<file path="config.mk">
export PLATFORM = sky130hd
export DESIGN_NAME = gsr_top
export DESIGN_NICKNAME = d
export VERILOG_FILES = /design/src/include/gsr_pkg.sv /design/src/include/gsr_stat_if.sv /design/src/verilog/gsr_status_byte.sv /design/src/verilog/gsr_top.sv
export VERILOG_INCLUDE_DIRS = /design/src /design/src/include
export SDC_FILE = /design/constraint.sdc
export NUM_CORES = 1
export LEC_CHECK = 0
export BUFFER_PORTS_ARGS = -buffer_cell sky130_fd_sc_hd__buf_2
export CORE_MARGIN = 1
export CORE_UTILIZATION = 56
export CTS_BUF_LIST = sky130_fd_sc_hd__clkbuf_8
export DETAILED_ROUTE_END_ITERATION = 10
export GPL_TIMING_DRIVEN = 0
export PLACE_DENSITY = 0.94
export SETUP_SLACK_MARGIN = 0.1
export SKIP_LAST_GASP = 1
export SLEW_MARGIN = 5
export SYNTH_ARGS = -nofsm -noshare
export SYNTH_HDL_FRONTEND = slang
export SYNTH_SLANG_ARGS = --single-unit
export TNS_END_PERCENT = 20
</file>
<file path="constraint.sdc">
create_clock -name clk -period 3.05 [get_ports clk]
set_input_delay 0.4575 -clock clk [delete_from_list [all_inputs] [get_ports clk]]
set_output_delay 0.4575 -clock clk [all_outputs]
set_load 0.1 [all_outputs]
</file>
<file path="src/include/gsr_params.svh">
// Constants for the bus status and service request block
`ifndef GSR_PARAMS_SVH
`define GSR_PARAMS_SVH
`define GSR_CMD_GTL 7'h01
`define GSR_CMD_SDC 7'h04
`define GSR_CMD_LLO 7'h11
`define GSR_CMD_DCL 7'h14
`define GSR_CMD_SPE 7'h18
`define GSR_CMD_SPD 7'h19
`define GSR_GRP_LISTEN 2'h1
`define GSR_GRP_TALK 2'h2
`define GSR_ADDR_UNIV 5'h1F
`define GSR_CHAR_CR 8'h0D
`define GSR_CHAR_LF 8'h0A
`define GSR_BIT_NEW 0
`define GSR_BIT_UNUSED 1
`define GSR_BIT_RANGE 2
`define GSR_BIT_ALARM 3
`define GSR_BIT_ERR 4
`define GSR_BIT_EVENT 5
`define GSR_BIT_RQS 6
`define GSR_BIT_LOG 7
`define GSR_REPORT_MASK 8'hBD
`define GSR_STB_RESET 8'h00
`define GSR_SRE_RESET 8'h00
`define GSR_PINS_IDLE 15'h7FFF
`endif

</file>
<file path="src/include/gsr_pkg.sv">
// Types for the bus status and service request block
package gsr_pkg;
  typedef enum logic [1:0] {
    GSR_TERM_CRLF = 2'h0,
    GSR_TERM_LFCR = 2'h1,
    GSR_TERM_LF   = 2'h2,
    GSR_TERM_EOI  = 2'h3
  } gsr_term_t;
  typedef enum logic [1:0] {
    GSR_AH_IDLE = 2'h0, GSR_AH_READY = 2'h1, GSR_AH_ACCEPT = 2'h3, GSR_AH_WAIT = 2'h2
  } gsr_ah_t;
  typedef enum logic [1:0] {
    GSR_SH_IDLE = 2'h0, GSR_SH_RFD = 2'h1, GSR_SH_DAV = 2'h3, GSR_SH_DONE = 2'h2
  } gsr_sh_t;
endpackage : gsr_pkg

</file>
<file path="src/include/gsr_stat_if.sv">
// Link between the bus logic and the status byte store
`timescale 1ns/1ps
interface gsr_stat_if;
  logic       new_reading;
  logic [3:0] range_flags;
  logic       alarm_active;
  logic       instrument_error;
  logic       esr_pending;
  logic       log_done;
  logic       sre_wr;
  logic [7:0] sre_wdata;
  logic       poll_done;
  logic [7:0] stb;
  logic [7:0] sre;
  logic       srq_req;
  modport core (input new_reading, range_flags, alarm_active, instrument_error, esr_pending,
                log_done, sre_wr, sre_wdata, poll_done, output stb, sre, srq_req);
  modport ctrl (output new_reading, range_flags, alarm_active, instrument_error, esr_pending,
                log_done, sre_wr, sre_wdata, poll_done, input stb, sre, srq_req);
endinterface : gsr_stat_if

</file>
<file path="src/verilog/gsr_status_byte.sv">
// Latched status byte, service request enable and request decision
`timescale 1ns/1ps
`include "gsr_params.svh"
module gsr_status_byte (
  input logic   clk,
  input logic   rst,
  gsr_stat_if.core st
);
  logic [7:0] rep;
  logic [7:0] set_bits;
  logic [7:0] sre;
  logic       srq_req;

  always_comb begin
    set_bits = '0;
    set_bits[`GSR_BIT_NEW]   = st.new_reading;
    set_bits[`GSR_BIT_RANGE] = |st.range_flags;
    set_bits[`GSR_BIT_ALARM] = st.alarm_active;
    set_bits[`GSR_BIT_ERR]   = st.instrument_error;
    set_bits[`GSR_BIT_EVENT] = st.esr_pending;
    set_bits[`GSR_BIT_LOG]   = st.log_done;
  end

  // A new event in the poll cycle survives the clear
  always_ff @(posedge clk) begin
    if (rst) begin
      rep <= `GSR_STB_RESET;
    end else begin
      rep <= (set_bits | (st.poll_done ? '0 : rep)) & `GSR_REPORT_MASK;
    end
  end

  always_ff @(posedge clk) begin
    if (rst) begin
      sre <= `GSR_SRE_RESET;
    end else if (st.sre_wr) begin
      sre <= st.sre_wdata;
    end
  end

  always_ff @(posedge clk) begin
    if (rst) begin
      srq_req <= 1'b0;
    end else begin
      srq_req <= sre[`GSR_BIT_RQS] && |(rep & sre & `GSR_REPORT_MASK);
    end
  end

  always_comb begin
    st.stb = rep;
    st.stb[`GSR_BIT_RQS] = srq_req;
  end
  assign st.sre     = sre;
  assign st.srq_req = srq_req;

  a_srq_gate: assert property (@(posedge clk) disable iff (rst)
    !sre[`GSR_BIT_RQS] |=> !srq_req) else $error("service request without enable");
  a_poll_clear: assert property (@(posedge clk) disable iff (rst)
    st.poll_done && set_bits == '0 |=> rep == '0) else $error("poll did not clear reports");
  a_latch_hold: assert property (@(posedge clk) disable iff (rst)
    !st.poll_done |=> (rep & $past(rep)) == $past(rep)) else $error("report bit lost");
  a_sre_load: assert property (@(posedge clk) disable iff (rst)
    st.sre_wr |=> sre == $past(st.sre_wdata)) else $error("enable register not loaded");
  a_bit1_zero: assert property (@(posedge clk) disable iff (rst)
    !rep[`GSR_BIT_UNUSED]) else $error("unused status bit set");
  a_range_set: assert property (@(posedge clk) disable iff (rst)
    |st.range_flags |=> rep[`GSR_BIT_RANGE]) else $error("overload not latched");
endmodule : gsr_status_byte

</file>
<file path="src/verilog/gsr_top.sv">
// Bus interface, remote state and serial poll of the instrument
//
// Functional notes
// - Four selectable receive terminators
// - Remote enable puts device in remote
// - Interface clear aborts any transfer
// - Local lockout blocks front panel
// - Device clear idles bus interface
// - Selective clear only when addressed listener
// - Go to local leaves remote
// - Addressed commands need prior listen address
// - Serial poll returns status; disable ends
// - Enabled set bit pulls request low
// - Request only with enable bit six
// - Serial poll clears latched report bits
// - Status query read changes nothing
// - Report bits latch until serial poll
// - Enable command loads enable register
// - Bit five reflects event status
// - Bit two on any range fault
// - Bit zero on new reading
// - Bit four on instrument error
// - Bit three on alarm condition
// - Bit seven when logging finishes
`timescale 1ns/1ps
`include "gsr_params.svh"
module gsr_top (
  input  logic               clk,
  input  logic               rst,
  input  logic [4:0]         my_addr,
  input  gsr_pkg::gsr_term_t term_sel,
  input  logic               atn_pin,
  input  logic               ren_pin,
  input  logic               ifc_pin,
  input  logic [7:0]         dio_in,
  output logic [7:0]         dio_out,
  output logic [7:0]         dio_oe_n,
  input  logic               eoi_in,
  output logic               eoi_out,
  output logic               eoi_oe_n,
  input  logic               dav_in,
  output logic               dav_out,
  output logic               dav_oe_n,
  input  logic               nrfd_in,
  output logic               nrfd_out,
  output logic               nrfd_oe_n,
  input  logic               ndac_in,
  output logic               ndac_out,
  output logic               ndac_oe_n,
  output logic               srq_out,
  output logic               srq_oe_n,
  output logic [7:0]         rx_byte,
  output logic               rx_valid,
  output logic               rx_end,
  input  logic [7:0]         tx_byte,
  input  logic               tx_last,
  input  logic               tx_valid,
  output logic               tx_ready,
  input  logic               sre_wr,
  input  logic [7:0]         sre_wdata,
  output logic [7:0]         sre_value,
  output logic [7:0]         stb_value,
  input  logic               new_reading,
  input  logic               sensor_over_range,
  input  logic               temperature_over_range,
  input  logic               sensor_under_range,
  input  logic               temperature_under_range,
  input  logic               alarm_active,
  input  logic               instrument_error,
  input  logic               esr_pending,
  input  logic               log_complete_flag,
  output logic               remote,
  output logic               panel_lock,
  output logic               dev_clear,
  output logic               listening,
  output logic               talking,
  output logic               spoll_active
);
  gsr_stat_if stat ();

  logic [14:0]      pin_meta;
  logic [14:0]      pin_sync;
  logic             atn_a;
  logic             ren_a;
  logic             ifc_a;
  logic             eoi_a;
  logic             dav_a;
  logic             nrfd_a;
  logic             ndac_a;
  logic [7:0]       bus_data;
  logic             addr_loaded;
  logic [4:0]       dev_addr;
  logic             ren_q;
  gsr_pkg::gsr_ah_t ah;
  gsr_pkg::gsr_ah_t next_ah;
  logic             ah_en;
  logic             take;
  logic [7:0]       byte_q;
  logic             cmd_q;
  logic             eoi_q;
  logic [6:0]       cmd7;
  logic             cmd_take;
  logic             dat_take;
  logic             dcl_hit;
  logic             term_hit;
  logic [7:0]       prev_rx;
  gsr_pkg::gsr_sh_t sh;
  gsr_pkg::gsr_sh_t next_sh;
  logic             sh_en;
  logic [7:0]       tx_q;
  logic [7:0]       next_tx;
  logic             last_q;
  logic             next_last;
  logic             poll_q;
  logic             next_poll;
  logic             sh_drive;

  function automatic logic addr_match(input logic [6:0] b, input logic [1:0] grp, input logic [4:0] a);
    return (b[6:5] == grp) && (b[4:0] == a);
  endfunction : addr_match

  function automatic logic term_end(input gsr_pkg::gsr_term_t sel, input logic [7:0] prv,
                                    input logic [7:0] cur, input logic eoi);
    case (sel)
      gsr_pkg::GSR_TERM_CRLF: term_end = (prv == `GSR_CHAR_CR) && (cur == `GSR_CHAR_LF);
      gsr_pkg::GSR_TERM_LFCR: term_end = (prv == `GSR_CHAR_LF) && (cur == `GSR_CHAR_CR);
      gsr_pkg::GSR_TERM_LF:   term_end = (cur == `GSR_CHAR_LF);
      default:                term_end = eoi;
    endcase
  endfunction : term_end

  // Bus lines are asynchronous to clk; all are low-true on the wire
  always_ff @(posedge clk) begin
    if (rst) begin
      pin_meta <= `GSR_PINS_IDLE;
      pin_sync <= `GSR_PINS_IDLE;
    end else begin
      pin_meta <= {atn_pin, ren_pin, ifc_pin, eoi_in, dav_in, nrfd_in, ndac_in, dio_in};
      pin_sync <= pin_meta;
    end
  end

  assign atn_a    = ~pin_sync[14];
  assign ren_a    = ~pin_sync[13];
  assign ifc_a    = ~pin_sync[12];
  assign eoi_a    = ~pin_sync[11];
  assign dav_a    = ~pin_sync[10];
  assign nrfd_a   = ~pin_sync[9];
  assign ndac_a   = ~pin_sync[8];
  assign bus_data = ~pin_sync[7:0];

  // Address is read once after reset; a new address needs a fresh reset
  always_ff @(posedge clk) begin
    if (rst) begin
      addr_loaded <= 1'b0;
      dev_addr    <= '0;
    end else if (!addr_loaded) begin
      addr_loaded <= 1'b1;
      dev_addr    <= my_addr;
    end
  end

  // Acceptor handshake
  assign ah_en = (atn_a | listening) & ~ifc_a;

  always_comb begin
    next_ah = ah;
    case (ah)
      gsr_pkg::GSR_AH_IDLE: begin
        if (ah_en) next_ah = gsr_pkg::GSR_AH_READY;
      end
      gsr_pkg::GSR_AH_READY: begin
        if (dav_a) next_ah = gsr_pkg::GSR_AH_ACCEPT;
      end
      gsr_pkg::GSR_AH_ACCEPT: begin
        if (!dav_a) next_ah = gsr_pkg::GSR_AH_WAIT;
      end
      gsr_pkg::GSR_AH_WAIT: begin
        next_ah = gsr_pkg::GSR_AH_IDLE;
      end
      default: begin
        next_ah = gsr_pkg::GSR_AH_IDLE;
      end
    endcase
    if (!ah_en || dcl_hit) next_ah = gsr_pkg::GSR_AH_IDLE;
  end

  always_ff @(posedge clk) begin
    if (rst) begin
      ah        <= gsr_pkg::GSR_AH_IDLE;
      nrfd_oe_n <= 1'b1;
      ndac_oe_n <= 1'b1;
    end else begin
      ah        <= next_ah;
      nrfd_oe_n <= !(ah_en && next_ah != gsr_pkg::GSR_AH_READY);
      ndac_oe_n <= !(ah_en && next_ah != gsr_pkg::GSR_AH_ACCEPT);
    end
  end

  always_ff @(posedge clk) begin
    if (rst) begin
      take   <= 1'b0;
      byte_q <= '0;
      cmd_q  <= 1'b0;
      eoi_q  <= 1'b0;
    end else begin
      take <= (ah == gsr_pkg::GSR_AH_READY) && dav_a && ah_en;
      if (ah == gsr_pkg::GSR_AH_READY && dav_a) begin
        byte_q <= bus_data;
        cmd_q  <= atn_a;
        eoi_q  <= eoi_a;
      end
    end
  end

  // Parity bit of a command byte is ignored
  assign cmd7     = byte_q[6:0];
  assign cmd_take = take && cmd_q && addr_loaded;
  assign dat_take = take && !cmd_q && listening;
  assign dcl_hit  = cmd_take && ((cmd7 == `GSR_CMD_DCL) ||
                                 (cmd7 == `GSR_CMD_SDC && listening));
  assign term_hit = term_end(term_sel, prev_rx, byte_q, eoi_q);

  // Listen and talk addressing
  always_ff @(posedge clk) begin
    if (rst || ifc_a) begin
      listening <= 1'b0;
      talking   <= 1'b0;
    end else if (cmd_take) begin
      if (addr_match(cmd7, `GSR_GRP_LISTEN, dev_addr)) begin
        listening <= 1'b1;
        talking   <= 1'b0;
      end else if (addr_match(cmd7, `GSR_GRP_LISTEN, `GSR_ADDR_UNIV)) begin
        listening <= 1'b0;
      end else if (addr_match(cmd7, `GSR_GRP_TALK, dev_addr)) begin
        talking   <= 1'b1;
        listening <= 1'b0;
      end else if (cmd7[6:5] == `GSR_GRP_TALK) begin
        talking <= 1'b0;
      end
    end
  end

  // Remote and lockout follow the remote enable line
  always_ff @(posedge clk) begin
    if (rst) begin
      ren_q      <= 1'b0;
      remote     <= 1'b0;
      panel_lock <= 1'b0;
    end else begin
      ren_q <= ren_a;
      if (!ren_a) begin
        remote     <= 1'b0;
        panel_lock <= 1'b0;
      end else begin
        if (!ren_q) begin
          remote <= 1'b1;
        end else if (cmd_take && cmd7 == `GSR_CMD_GTL && listening) begin
          remote <= 1'b0;
        end
        if (cmd_take && cmd7 == `GSR_CMD_LLO) begin
          panel_lock <= 1'b1;
        end
      end
    end
  end

  always_ff @(posedge clk) begin
    if (rst || ifc_a) begin
      spoll_active <= 1'b0;
    end else if (cmd_take && cmd7 == `GSR_CMD_SPE) begin
      spoll_active <= 1'b1;
    end else if (cmd_take && cmd7 == `GSR_CMD_SPD) begin
      spoll_active <= 1'b0;
    end
  end

  always_ff @(posedge clk) begin
    if (rst) begin
      dev_clear <= 1'b0;
    end else begin
      dev_clear <= dcl_hit;
    end
  end

  // Received data and message end detection
  always_ff @(posedge clk) begin
    if (rst) begin
      rx_byte  <= '0;
      rx_valid <= 1'b0;
      rx_end   <= 1'b0;
      prev_rx  <= '0;
    end else begin
      rx_valid <= dat_take;
      rx_end   <= dat_take && term_hit;
      if (dat_take) begin
        rx_byte <= byte_q;
        prev_rx <= term_hit ? '0 : byte_q;
      end
      if (dcl_hit || ifc_a) begin
        prev_rx <= '0;
      end
    end
  end

  // Source handshake: serial poll byte or user data
  assign sh_en    = talking && !atn_a && !ifc_a;
  assign sh_drive = (next_sh == gsr_pkg::GSR_SH_RFD) || (next_sh == gsr_pkg::GSR_SH_DAV);

  always_comb begin
    next_sh   = sh;
    next_tx   = tx_q;
    next_last = last_q;
    next_poll = poll_q;
    case (sh)
      gsr_pkg::GSR_SH_IDLE: begin
        if (sh_en && spoll_active) begin
          next_sh   = gsr_pkg::GSR_SH_RFD;
          next_tx   = stat.stb;
          next_last = 1'b0;
          next_poll = 1'b1;
        end else if (sh_en && tx_valid && tx_ready) begin
          next_sh   = gsr_pkg::GSR_SH_RFD;
          next_tx   = tx_byte;
          next_last = tx_last;
          next_poll = 1'b0;
        end
      end
      gsr_pkg::GSR_SH_RFD: begin
        if (!nrfd_a) next_sh = gsr_pkg::GSR_SH_DAV;
      end
      gsr_pkg::GSR_SH_DAV: begin
        if (!ndac_a) next_sh = gsr_pkg::GSR_SH_DONE;
      end
      gsr_pkg::GSR_SH_DONE: begin
        next_sh = gsr_pkg::GSR_SH_IDLE;
      end
      default: begin
        next_sh = gsr_pkg::GSR_SH_IDLE;
      end
    endcase
    if (!sh_en || dcl_hit) next_sh = gsr_pkg::GSR_SH_IDLE;
  end

  // Open-collector outputs: enable low pulls the line low, meaning true
  always_ff @(posedge clk) begin
    if (rst) begin
      sh             <= gsr_pkg::GSR_SH_IDLE;
      tx_q           <= '0;
      last_q         <= 1'b0;
      poll_q         <= 1'b0;
      tx_ready       <= 1'b0;
      stat.poll_done <= 1'b0;
      dio_oe_n       <= '1;
      dav_oe_n       <= 1'b1;
      eoi_oe_n       <= 1'b1;
    end else begin
      sh             <= next_sh;
      tx_q           <= next_tx;
      last_q         <= next_last;
      poll_q         <= next_poll;
      tx_ready       <= (next_sh == gsr_pkg::GSR_SH_IDLE) && sh_en && !spoll_active;
      stat.poll_done <= poll_q && (sh == gsr_pkg::GSR_SH_DAV) && (next_sh == gsr_pkg::GSR_SH_DONE);
      dio_oe_n       <= sh_drive ? ~next_tx : '1;
      dav_oe_n       <= !(next_sh == gsr_pkg::GSR_SH_DAV);
      eoi_oe_n       <= !(sh_drive && next_last);
    end
  end

  // Status byte store
  assign stat.new_reading      = new_reading;
  assign stat.range_flags      = {sensor_over_range, temperature_over_range,
                                  sensor_under_range, temperature_under_range};
  assign stat.alarm_active     = alarm_active;
  assign stat.instrument_error = instrument_error;
  assign stat.esr_pending      = esr_pending;
  assign stat.log_done         = log_complete_flag;
  assign stat.sre_wr           = sre_wr;
  assign stat.sre_wdata        = sre_wdata;

  gsr_status_byte u_status (
    .clk (clk),
    .rst (rst),
    .st  (stat.core)
  );

  // Query outputs are plain copies, so reading never clears anything
  always_ff @(posedge clk) begin
    if (rst) begin
      stb_value <= `GSR_STB_RESET;
      sre_value <= `GSR_SRE_RESET;
      srq_oe_n  <= 1'b1;
    end else begin
      stb_value <= stat.stb;
      sre_value <= stat.sre;
      srq_oe_n  <= !stat.srq_req;
    end
  end

  always_ff @(posedge clk) begin
    if (rst) begin
      dio_out  <= '0;
      eoi_out  <= 1'b0;
      dav_out  <= 1'b0;
      nrfd_out <= 1'b0;
      ndac_out <= 1'b0;
      srq_out  <= 1'b0;
    end else begin
      dio_out  <= '0;
      eoi_out  <= 1'b0;
      dav_out  <= 1'b0;
      nrfd_out <= 1'b0;
      ndac_out <= 1'b0;
      srq_out  <= 1'b0;
    end
  end

  a_term_lf: assert property (@(posedge clk) disable iff (rst)
    dat_take && term_sel == gsr_pkg::GSR_TERM_LF && byte_q == `GSR_CHAR_LF |=> rx_end && rx_valid)
    else $error("line feed terminator missed");
  a_ren_remote: assert property (@(posedge clk) disable iff (rst)
    ren_a && !ren_q |=> remote) else $error("remote not entered");
  a_ifc_abort: assert property (@(posedge clk) disable iff (rst)
    ifc_a |=> !listening && !talking && sh == gsr_pkg::GSR_SH_IDLE) else $error("transfer not aborted");
  a_llo_lock: assert property (@(posedge clk) disable iff (rst)
    cmd_take && cmd7 == `GSR_CMD_LLO && ren_a |=> panel_lock) else $error("lockout not applied");
  a_dcl_idle: assert property (@(posedge clk) disable iff (rst)
    dcl_hit |=> dev_clear && ah == gsr_pkg::GSR_AH_IDLE && sh == gsr_pkg::GSR_SH_IDLE)
    else $error("device clear left interface busy");
  a_sdc_gate: assert property (@(posedge clk) disable iff (rst)
    cmd_take && cmd7 == `GSR_CMD_SDC && !listening |=> !dev_clear) else $error("unaddressed clear acted");
  a_gtl_local: assert property (@(posedge clk) disable iff (rst)
    cmd_take && cmd7 == `GSR_CMD_GTL && listening && ren_q |=> !remote) else $error("go to local ignored");
  a_rx_addr: assert property (@(posedge clk) disable iff (rst)
    rx_valid |-> $past(listening)) else $error("data taken while unaddressed");
  a_poll_byte: assert property (@(posedge clk) disable iff (rst)
    sh == gsr_pkg::GSR_SH_IDLE && next_sh == gsr_pkg::GSR_SH_RFD && spoll_active
    |=> poll_q && tx_q == $past(stat.stb) && dio_oe_n == ~tx_q) else $error("poll byte wrong");
  a_srq_pin: assert property (@(posedge clk) disable iff (rst)
    stat.srq_req |=> !srq_oe_n) else $error("request line not pulled");
endmodule : gsr_top

</file>
==> metrics list <==
- The die is 93.4 microns wide.
- CP Data Required Time: about 3.4 ns
- Arrival time worst endpoint: approximately 2.3 ns
- Insertion delay to the later sink of the worst-skew pair: around 0.44 ns
- After detailed routing, the average wire length per cell comes to ~16 microns.
- Drt drc: 0
- Number of global-route vias before repair: about 3.7k
- For this run, the top clock speed supported by timing is about 500 MHz.
* Number of diodes: 0
- The clock tree synthesis step divided the H-tree into 4 levels.
* Synthesized area divided by synthesized cell count: between 10 and 15 sq um
- Prior to clock tree synthesis, the placed netlist has a worst setup slack of approximately 1.1 ns.
- Summed over all cells, the static leakage comes to roughly 2.4 nW.
- CTS tree: built
* Pwr/cell area: 636 nW/um^2
* I/O Buffers: 94
- At the end of routability-driven placement, the weighted congestion stood at about 0.86.
- Along the worst path, the maximum fanout reaches 10.
* Total I/O pin count: roughly 110
- Hold endpoint: pin_meta[7]$_SDFF_PP1_
* Hold-fix buffers, CTS: 0
- Across the run, the number of max-cap violations was 0.
- During synthesis, Yosys emitted a total of 0 warnings.
* CORE AREA: 7890 sq um
- The worst path meets setup with between 1 and 1.5 ns of slack.
- Total negative setup slack: 0 ns
- From bottom edge to top edge, the die measures about 93 microns.
* Number of nets in the layout: between 600 and 700
* Floorplan die area: roughly 8700 sq um
- Setup violations remaining at the end of the flow were counted as 0.
* Pin count of the biggest net entering global routing: 17
- Distinct cells, synth: between 50 and 60
- The number of cells on the worst reg-to-reg path is 4.
- In this run the register-to-register setup slack is about 1.1 ns.
- On the final layout, the worst hold slack is roughly 0.20 ns.
- For the pin with the worst max-slew slack, the measured transition is 0.608 ns.
* Global route overflow: 0
* Maximum clock insertion buffer count: 2
- VDD sags by at most slightly above 0.4 mV.
- All-Layer GR Usage: 0.265
* Post-layout total power: roughly 3.7 mW
* Via/cell ratio: approximately 5.6
- Final hold vios: 0
* Total wire length after detailed routing: roughly 11 mm
- Final core area utilization: 0.729
- Post-synthesis register bit count: roughly 130
* Run status: finished, final reports clean
* Area of the mapped netlist: around 4700 sq um
- Count of fill cells added during filler insertion: about 520
- Launch instance of the worst register-to-register path: talking$_SDFFE_PP0P_
- The first TritonRoute pass finished after 5 iterations.
* Sinks on Clock Net: roughly 130
- Final critical-path required period: ~2 ns
- Most frequent cells in the layout: dfxtp_1, buf_2, nor2_1
- Sequential fraction of the synthesis area: 0.560
- Post-CTS Setup Inserts: 0
* Antenna violations before repair: 0
* Gate count after technology mapping: roughly 460
* Number of cells traversed by the worst hold path: 2
- In this run the critical register-to-register path is captured at dio_oe_n[1]$_SDFF_PP1_.
* Worst setup path class: flop to flop
- Measured against its own limit, the worst slew margin works out to 0.595.
* Standard-cell rows: 32
- Clock skew on the completed layout was measured at 0.0102 ns.
- Final max-slew violation count: 0
- Crit share post-route: 0.654
* Wire length of the first global-routing pass: roughly 18 mm
- Initial core utilization: 0.593
- The path class of the tightest hold or removal check is input pin to flop.
* Clk slew on worst S/H paths: around 0.08 ns
- Unrepaired setup endpoints after global routing: no
- Number of design-rule violations left by the first detailed-router iteration: between 300 and 400
* Area grow syn2layout: 22.9%
- The detail route stage leaves a number of antenna-violating nets equal to 0.
- Layout cells sized above 1: 0.318
- Number of gates given a new drive strength after cts: 0
* Via count of the routed design: 3902
- TritonCTS buffer count: 17
- STA classifies the critical path endpoint as a flop.
- The wire-length estimate of the detail-placed layout is ~7.6 mm.
- The worst hold path begins at dio_in[7].
- Root buffer cell: clkbuf_8
- Most common cell after layout, fill and taps aside: dfxtp_1
* Startpoint type of the worst setup path: flop
## flip-flops by register name, indices dropped and copies added (netlist names), 2 cells and up
name and cells:
ah 2, dio_oe_n 8, stb_value 7, tx_q 8, sre_value 8, prev_rx 8, pin_meta 15, byte_q 8
sh 2, rx_byte 8, dev_addr 5, pin_sync 15, u_status.rep 6, u_status.st.sre 8
## worst max-delay path by stage
stage	start	to	slack (ns)	cells past startpoint
6_report	talking$_SDFFE_PP0P_	dio_oe_n[1]$_SDFF_PP1_	1.06	4
5_1_grt	talking$_SDFFE_PP0P_	dio_oe_n[1]$_SDFF_PP1_	0.94	4
4_1_cts	byte_q[3]$_SDFFE_PP0P_	prev_rx[2]$_SDFFE_PP0P_	1.15	5
3_5_place_dp	rst	byte_q[4]$_SDFFE_PP0P_	1.11	4
3_3_place_gp	byte_q[0]$_SDFFE_PP0P_	ndac_oe_n$_SDFF_PP1_	1.18	5
2_1_floorplan	talking$_SDFFE_PP0P_	eoi_oe_n$_SDFF_PP1_	0.72	4
## layout make-up
| type | count | area (sq um) | share of cell area |
|---|---|---|---|
| buffer | 42 | 233 | 0.0405 |
| tap | 102 | 128 | 0.0222 |
| clock buffer | 17 | 234 | 0.0407 |
| timing repair buffer | 94 | 470 | 0.0818 |
| sequential | 131 | 2620 | 0.456 |
| clock inverter | 15 | 191 | 0.0333 |
| multi-input combinational | 290 | 1830 | 0.318 |
| inverter | 11 | 41.3 | 0.00718 |
## per-stage QoR
| stage | cell area (sq um) | std cells |
|---|---|---|
| CTS | 5750 | 702 |
| global placement | 5330 | 670 |
| global route | 5750 | 702 |
| floorplan | 4730 | 474 |
| finish | 5750 | 702 |
| detailed placement | 5330 | 670 |
## cell usage after synthesis, drive strengths merged
library cell	n	area (sq um)
nor4b	9	93.8
nand2b	6	37.5
nor3b	1	12.5
and4b	1	10.0
a22o	5	43.8
o2111ai	1	8.76
or4bb	3	33.8
nand4b	2	17.5
a22oi	1	7.51
and2	2	12.5
or2	31	194
buf	23	160
o41ai	3	26.3
nand4bb	1	11.3
xnor2	5	43.8
a221oi	2	17.5
a21boi	2	15.0
clkbuf	19	72.6
o31a	1	8.76
a21o	1	7.51
dfxtp	131	2620
mux2i	14	140
nor4	13	96.3
inv	10	37.5
or3	1	11.3
nand3	4	20.0
or4b	1	10.0
o211a	2	20.0
nor3	11	60.1
a211oi	11	95.1
a31oi	9	56.3
nand4	2	12.5
conb	1	3.75
o31ai	2	28.8
o21ai	8	40.0
or4	4	33.8
a32o	4	40.0
nand3b	3	26.3
clkinv	1	3.75
nand2	35	131
nor2	38	143
nor2b	16	100
or3b	1	8.76
a41oi	1	8.76
a21oi	19	95.1
## worst max-delay path, cell delays in order (launching register included)
cell	delay, ns
dfxtp_1	0.47
nand4b_1	0.39
or4_1	0.63
a31oi_1	0.28
nand2_1	0.09
## power by group
part           leakage, nW  internal, mW  switching [mW]  total (mW)
clock                0.211         0.833           0.728        1.56
sequential            1.07          1.76          0.0258        1.78
combinational         1.09        0.0866           0.226       0.312
## logic make-up after synthesis
logic type,synth area share
other,0.000801
AOI/OAI and AO/OA,0.111
buffers and inverters,0.0586
DFF,0.560
xor gates and xnor gates,0.00936
muxes,0.0299
and+or+nand+nor,0.230
## per-layer routing
metal,vias up,GRT usage,part of all wire
li1,1832,-,-
met1,1784,0.316,0.39
met2,250,0.444,0.49
met3,36,0.0821,0.090
met4,0,0.106,0.026
met5,-,0,0
Note: power is estimated with default switching activity, not from simulation.
